**src/hdl/cdsp_pkg.sv**
```systemverilog
// package for the correction data serial port
`default_nettype none
package cdsp_pkg;
   localparam int  CDSP_SR_W        = 216;
   localparam int  CDSP_CPY_W       = 17;
   localparam int  CDSP_CPY_LO      = 199;
   localparam int  CDSP_CLK_HZ      = 10_000_000;
   localparam real CDSP_LATCH_MS    = 3.0;
   localparam int  CDSP_LATCH_CYC   = 30000;
   localparam int  CDSP_IDLE_W      = 24;
   localparam int  CDSP_FIFO_W      = 1;
   localparam int  CDSP_FIFO_D      = 8;

   typedef struct packed {
      logic [1:0] ck_sync;
      logic       ck_prev;
      logic [1:0] lat_sync;
      logic       lat_prev;
      logic [1:0] gck_sync;
      logic       gck_prev;
      logic       lat_at_gck;
      logic [CDSP_SR_W-1:0] shreg;
      logic [CDSP_SR_W-1:0] latch;
      logic [CDSP_IDLE_W-1:0] idle_cnt;
      logic       pending;
      logic       sout;
      logic [2:0] din_sync;
      logic [CDSP_CPY_W-1:0] up_s1;
      logic [CDSP_CPY_W-1:0] up_s2;
      logic       upd_q;
   } cdsp_state_t;

   typedef struct packed {
      logic [CDSP_SR_W-1:0] data;
      logic                 strobe;
   } cdsp_latch_t;
endpackage
`default_nettype wire

```
**src/hdl/cdsp_fifo.sv**
```systemverilog
// small valid/ready fifo for serial input bits
`default_nettype none
module cdsp_fifo #(
   parameter int W = 1,
   parameter int D = 8
) (
   // clock and reset
   input  wire logic         core_clk_i,
   input  wire logic         sys_rst_i,
   // fill side
   input  wire logic         in_valid_i,
   output logic             in_ready_o,
   input  wire logic [W-1:0] in_data_i,
   // drain side
   output logic             out_valid_o,
   input  wire logic         out_ready_i,
   output logic [W-1:0]     out_data_o
);
   localparam int AW = $clog2(D);
   logic [W-1:0] mem [D];
   logic [AW:0]  wp;
   logic [AW:0]  rp;
   logic         full;
   logic         empty;
   assign empty       = (wp == rp);
   assign full        = (wp[AW-1:0] == rp[AW-1:0]) && (wp[AW] != rp[AW]);
   assign in_ready_o  = !full;
   assign out_valid_o = !empty;
   assign out_data_o  = mem[rp[AW-1:0]];
   always_ff @(posedge core_clk_i or posedge sys_rst_i) begin
      if (sys_rst_i) begin
         wp <= '0;
         rp <= '0;
      end else begin
         if (in_valid_i && !full) begin
            wp <= wp + 1'b1;
         end
         if (out_ready_i && !empty) begin
            rp <= rp + 1'b1;
         end
      end
   end
   always_ff @(posedge core_clk_i) begin
      if (in_valid_i && !full) begin
         mem[wp[AW-1:0]] <= in_data_i;
      end
   end
endmodule
`default_nettype wire

```
**src/hdl/cdsp_port.sv**
```systemverilog
// correction data serial port: shift register, cascade output, idle auto-latch
// Contract
// - each shift clock rising edge takes the serial input bit into bit 0.
// - each shift clock rising edge moves held bits one place toward the msb.
// - the serial output shows the msb of the shift register.
// - the serial output changes only on shift clock rising edges and on common register loads.
// - after the last edge the 216 bits are copied to the latch 3 to 7 ms later.
// - a common latch edge with select high at the last common clock loads bits 199..215.
`default_nettype none
module cdsp_port
   import cdsp_pkg::*;
#(
   parameter int LATCH_CYC = CDSP_LATCH_CYC
) (
   // clock and reset
   input  wire logic                   core_clk_i,
   input  wire logic                   sys_rst_i,
   // correction serial link
   input  wire logic                   correction_shift_clock_i,
   input  wire logic                   correction_serial_in_i,
   output logic                        correction_serial_out_o,
   // common register load path
   input  wire logic                   common_shift_clock_i,
   input  wire logic                   common_latch_select_i,
   input  wire logic [CDSP_CPY_W-1:0]  common_upper_bits_i,
   // latched settings
   output logic [CDSP_SR_W-1:0]        correction_latch_o,
   output logic                        latch_update_o,
   // fifo back-pressure seen by the sampling logic
   output logic                        sample_ready_o
);
   cdsp_state_t st;
   cdsp_state_t next_st;
   logic        ck_rise;
   logic        lat_rise;
   logic        gck_rise;
   logic        f_in_ready;
   logic        f_out_valid;
   logic        f_out_data;
   logic        upd;

   assign ck_rise  = st.ck_sync[1] && !st.ck_prev;
   assign lat_rise = st.lat_sync[1] && !st.lat_prev;
   assign gck_rise = st.gck_sync[1] && !st.gck_prev;

   // bits wait here; a full fifo would drop an edge, so the link must stay below core rate
   cdsp_fifo #(
      .W(CDSP_FIFO_W),
      .D(CDSP_FIFO_D)
   ) u_fifo (
      .core_clk_i (core_clk_i),
      .sys_rst_i  (sys_rst_i),
      .in_valid_i (ck_rise),
      .in_ready_o (f_in_ready),
      .in_data_i  (st.din_sync[2]),
      .out_valid_o(f_out_valid),
      .out_ready_i(1'b1),
      .out_data_o (f_out_data)
   );
   assign sample_ready_o = f_in_ready;

   always_comb begin
      next_st          = st;
      upd              = 1'b0;
      next_st.ck_sync  = {st.ck_sync[0], correction_shift_clock_i};
      next_st.ck_prev  = st.ck_sync[1];
      next_st.lat_sync = {st.lat_sync[0], common_latch_select_i};
      next_st.lat_prev = st.lat_sync[1];
      next_st.gck_sync = {st.gck_sync[0], common_shift_clock_i};
      next_st.gck_prev = st.gck_sync[1];
      // data is delayed one stage more than the clock so it lines up with the edge pulse
      next_st.din_sync = {st.din_sync[1:0], correction_serial_in_i};
      // upper bits are held steady by the host; the select edge is synced just as late
      next_st.up_s1    = common_upper_bits_i;
      next_st.up_s2    = st.up_s1;
      if (gck_rise) begin
         next_st.lat_at_gck = st.lat_sync[1];
      end
      if (f_out_valid) begin
         next_st.shreg = {st.shreg[CDSP_SR_W-2:0], f_out_data};
      end
      if (lat_rise && st.lat_at_gck) begin
         next_st.shreg[CDSP_SR_W-1:CDSP_CPY_LO] = st.up_s2;
      end
      next_st.sout = next_st.shreg[CDSP_SR_W-1];
      if (ck_rise) begin
         next_st.idle_cnt = '0;
         next_st.pending  = 1'b1;
      end else if (st.pending && !f_out_valid) begin
         if (st.idle_cnt >= CDSP_IDLE_W'(LATCH_CYC - 1)) begin
            next_st.latch   = st.shreg;
            next_st.pending = 1'b0;
            upd             = 1'b1;
         end else begin
            next_st.idle_cnt = st.idle_cnt + 1'b1;
         end
      end
      next_st.upd_q = upd;
   end

   always_ff @(posedge core_clk_i or posedge sys_rst_i) begin
      if (sys_rst_i) begin
         st <= '0;
      end else begin
         st <= next_st;
      end
   end

   assign correction_serial_out_o = st.sout;
   assign correction_latch_o      = st.latch;
   assign latch_update_o          = st.upd_q;
endmodule
`default_nettype wire

```
**config.mk**
```make
export PLATFORM = sky130hd
export DESIGN_NAME = cdsp_port
export DESIGN_NICKNAME = d
export VERILOG_FILES = /design/src/hdl/cdsp_pkg.sv /design/src/hdl/cdsp_fifo.sv /design/src/hdl/cdsp_port.sv
export SDC_FILE = /design/constraint.sdc
export NUM_CORES = 1
export LEC_CHECK = 0
export BUFFER_PORTS_ARGS = -buffer_cell sky130_fd_sc_hd__buf_4
export CORE_ASPECT_RATIO = 1.2
export CORE_MARGIN = 5
export CORE_UTILIZATION = 50
export DETAILED_ROUTE_END_ITERATION = 16
export GPL_TIMING_DRIVEN = 0
export PLACE_DENSITY_LB_ADDON = 0.12
export RECOVER_POWER = 50
export SYNTH_ARGS = -nofsm -noshare
export SYNTH_HDL_FRONTEND = slang
export SYNTH_HIERARCHICAL = 1
export SYNTH_SLANG_ARGS = --single-unit
```
**constraint.sdc**
```tcl
create_clock -name core_clk_i -period 42.9 [get_ports core_clk_i]
set_clock_uncertainty 0.1 [all_clocks]
set_input_delay 2.145 -clock core_clk_i [delete_from_list [all_inputs] [get_ports core_clk_i]]
set_output_delay 2.145 -clock core_clk_i [all_outputs]
set_load 0.05 [all_outputs]
```
==> summary.md <==
| Metric | Value |
|---|---|
| Hold WS | `~240 ps` |
| Outcome | `finished, violations left` |
| Hold-fix buffers, CTS | `0` |
| Cell area power density | `roughly 47 nW/um2` |
| Cells after DPL | `about 2200` |
| Max Slew Vio Count | `between 400 and 500` |
| Net switching power | `310.4 uW` |
| CP required | `~42000 ps` |
| Number of synthesized flops with an enable pin | `8` |
| Initial DRT Pass Iterations | `4` |
| Minimum clock period | `12170 ps` |
| Die W | `about 200 um` |
| Ys Warns | `6` |
| P_int | `approximately 880 uW` |
| Max_slew headroom | `-333.9%` |
| Non-filler cells in the finished layout | `~2300` |
| Max Cap Viol | `4` |
| Worst EP arrival | `around 12000 ps` |
| Crit end category | `async pin` |
| Die Ht | `roughly 240 um` |
| Static leakage | `~14 nW` |
| Fillers | `roughly 3500` |
| Worst Tran Pin Value | `between 6000 and 7000 ps` |
| Final setup vio count | `0` |
| Top cells by count, synth | `dfrtp_1, mux2_2, buf_4, mux2_4, nor2_1` |
| Initial Utilization | `50.39%` |
| Setup TNS | `0 ps` |
| Crit path max-delay family | `buffers and inverters` |
| Initial antenna violation count | `0` |
| TritonCTS clock tree | `built` |
| Violated checks | `capacitance limit, slew limit` |
| Grt ovf | `0` |
| Vias/cell | `between 4 and 5` |
| Clock latency on the worst-skew pair | `approximately 580 ps` |
| Reg power frac | `46.6%` |
| Register area | `about 13000 um2` |
| Max Clk Rate | `roughly 0.08 GHz` |
| WS Path Type | `primary input to async pin` |
| Overall routing resource usage | `approximately 17%` |
| Post-cts resize count | `0` |
| Layout area overhead | `18.04%` |
| Antenna viol nets, final | `0` |
| Largest net degree at the start of global routing | `between 100 and 150` |
| Clock Tree Buf Depth | `3` |
| Crit Path Max Fanout | `slightly below 100` |
| Number of top-level pins | `~240` |
| CP max stage delay | `around 3800 ps` |
| CTS H-tree depth | `2` |
| # clock sinks | `roughly 520` |
| Setup ws final | `~30000 ps` |
| Most frequent CP cell | `clkbuf_1` |
| Post-Synthesis Cells | `between 1000 and 1500` |
| CTS root buf | `clkbuf_16` |
| Post-CTS Repair Setup Buffers | `0` |
| Via count | `about 11000` |
| Cell accounting for the most synthesized area | `dfrtp_1` |
| DPL Wire Length | `roughly 26000 um` |
| Top_reg_cell synth | `dfrtp_1` |
| Reg clk slew, reported paths | `60 ps` |
| Worst setup SP type | `primary input` |
| Tcrit/Tclk final | `~28%` |
| Clock power frac | `37.3%` |
| Antenna cells | `0` |
| Seq cells post-synth | `approximately 520` |
| TritonCTS Buffers | `52` |
| Top cells by area, synth | `dfrtp_1, mux2_2, buf_4, mux2_4, edfxtp_1` |
| Row cnt | `83` |
| Die area | `between 40000 and 50000 um2` |
| Place WS | `38600 ps` |
| Final Hold Vio Count | `0` |
| DR DRC count | `0` |
| Number of library cell types mapped by synthesis | `50` |
| Unrepaired setup endpoints after global routing | `false` |
| Ratio of cells with drive above 1 in the final layout | `between 50% and 60%` |
| DRT iter0 DRCs | `approximately 330` |
| Post-Syn Area | `approximately 21000 um2` |
| Multi-input gate area | `roughly 6100 um2` |
| Seq/Total Area, Yosys | `between 60% and 70%` |
| WL final | `38390 um` |
| Core Box Area | `between 40000 and 50000 um2` |
| Syn avg cell area | `about 15 um2` |
| Hold crit path type | `flip-flop to flip-flop` |
| Sw Ratio | `26.04%` |
| Vias in the first global route | `between 10000 and 15000` |
| Asr flop ratio synth | `between 90 and 100%` |
| CP Buf/Inv Count | `4` |
| First-pass GRT wire length | `between 60000 and 70000 um` |
| CP cell instances | `clkbuf_1, clkinvlp_2, clkbuf_1, clkbuf_1` |
| Maximum vdd drop | `between 0.03 and 0.04 mV` |
| Buffers on Ports | `241` |
| GPL Wtd Cong | `0.7555` |
| Logic pwr share | `16.1%` |
| Share of the synthesized area in the top cell type | `about three fifths` |
| Drt wl/cell | `between 15 and 20 um` |
| Final net count | `around 1700` |
| Top-count cell post-synth | `dfrtp_1` |
| CP max stage cell | `clkbuf_1` |
==> through the flow <==
step	total power, mW	area [um2]	util, %
final	1.192	25330	59.49
after global routing	1.253	25330	59.49
after floorplan	0.7165	21460	-
after CTS	1.221	25780	60.54
after global placement	0.7598	23960	56.28
after detailed placement	0.7671	24080	56.56
==> routing by layer <==
metal,GRT usage (%),up-vias,routed length (um)
met5,0,-,0
met4,5.120,0,741
met3,4.283,49,2443
met2,26.45,201,18730
met1,22.42,5622,16480
li1,-,5250,-
==> cell usage in the layout, fill, tap and decap left out, types with 3 or more instances in the layout <==
| master | Yosys | layout |
|---|---|---|
| clkbuf_16 | 0 | 53 |
| inv_1 | 7 | 8 |
| xnor2_1 | 12 | 12 |
| nand2b_1 | 4 | 4 |
| xor2_1 | 6 | 7 |
| o21ai_0 | 4 | 4 |
| ha_1 | 3 | 3 |
| mux2_2 | 312 | 311 |
| nand2_1 | 10 | 10 |
| dfrtp_1 | 513 | 513 |
| nor4_1 | 8 | 8 |
| o31ai_1 | 3 | 3 |
| buf_4 | 217 | 435 |
| clkbuf_1 | 30 | 73 |
| mux2i_1 | 18 | 18 |
| nor2_1 | 34 | 34 |
| or3_1 | 6 | 6 |
| mux2_4 | 100 | 44 |
| clkinv_2 | 0 | 7 |
| clkbuf_8 | 0 | 14 |
| clkbuf_4 | 0 | 17 |
| conb_1 | 1 | 3 |
| edfxtp_1 | 8 | 8 |
| buf_2 | 11 | 3 |
| a21oi_1 | 24 | 24 |
| buf_6 | 16 | 5 |
| nand3_1 | 4 | 4 |
| nor3_1 | 5 | 5 |
| nand4_1 | 6 | 6 |
| and2_0 | 0 | 8 |
| or4_1 | 3 | 3 |
| o41ai_1 | 1 | 3 |
| mux2_1 | 7 | 64 |
==> final timing paths <==
check                             start                       to  slack [ps]  cells after the start
min reg2reg                  next_st[2]                    st[2]         240                      0
max                           sys_rst_i  correction_latch_o[210]       30730                      4
max reg2reg                u_fifo/rp[0]   correction_latch_o[19]       38360                     10
max in group core_clk_i    u_fifo/rp[0]           sample_ready_o       38020                      5
min                          next_st[2]                    st[2]         240                      0
min in group asynchronous     sys_rst_i             u_fifo/wp[2]        1410                      2
==> layout make-up <==
cell class / instances / share of cell area (%)
inverter: 9 / 0.1383
sequential: 521 / 51.63
clock inverter: 13 / 0.4989
clock buffer: 80 / 6.190
buffer: 277 / 7.474
tap: 552 / 2.727
multi-input combinational: 605 / 24.12
timing repair buffer: 245 / 7.222
==> cell families after synthesis <==
kind of cell / Yosys count / synth area share (%)
AOI/OAI and AO/OA: 43 / 1.341
xor gates and xnor gates: 19 / 0.8630
adders and majority gates: 3 / 0.1750
buffers and inverters: 286 / 9.482
DFF: 521 / 60.95
muxes: 439 / 24.79
other: 1 / 0.01748
and+or+nand+nor: 98 / 2.385
==> sequential cells by signal, summed over array words and instances, names as in the netlist <==
name	cells
u_fifo/mem	8
u_fifo/wp	4
latch_update_o	1
correction_latch_o	216
st	263
u_fifo/rp	4
next_st	25
==> power by group through the flow <==
stage / sequential (mW) / combinational, mW / clock (mW)
floorplan: 0.558 / 0.158 / 0
CTS: 0.556 / 0.203 / 0.462
global route: 0.560 / 0.211 / 0.482
finish: 0.555 / 0.192 / 0.444
detailed placement: 0.565 / 0.202 / 0
global placement: 0.564 / 0.196 / 0
No activity file was read; power rests on OpenSTA's default activity.
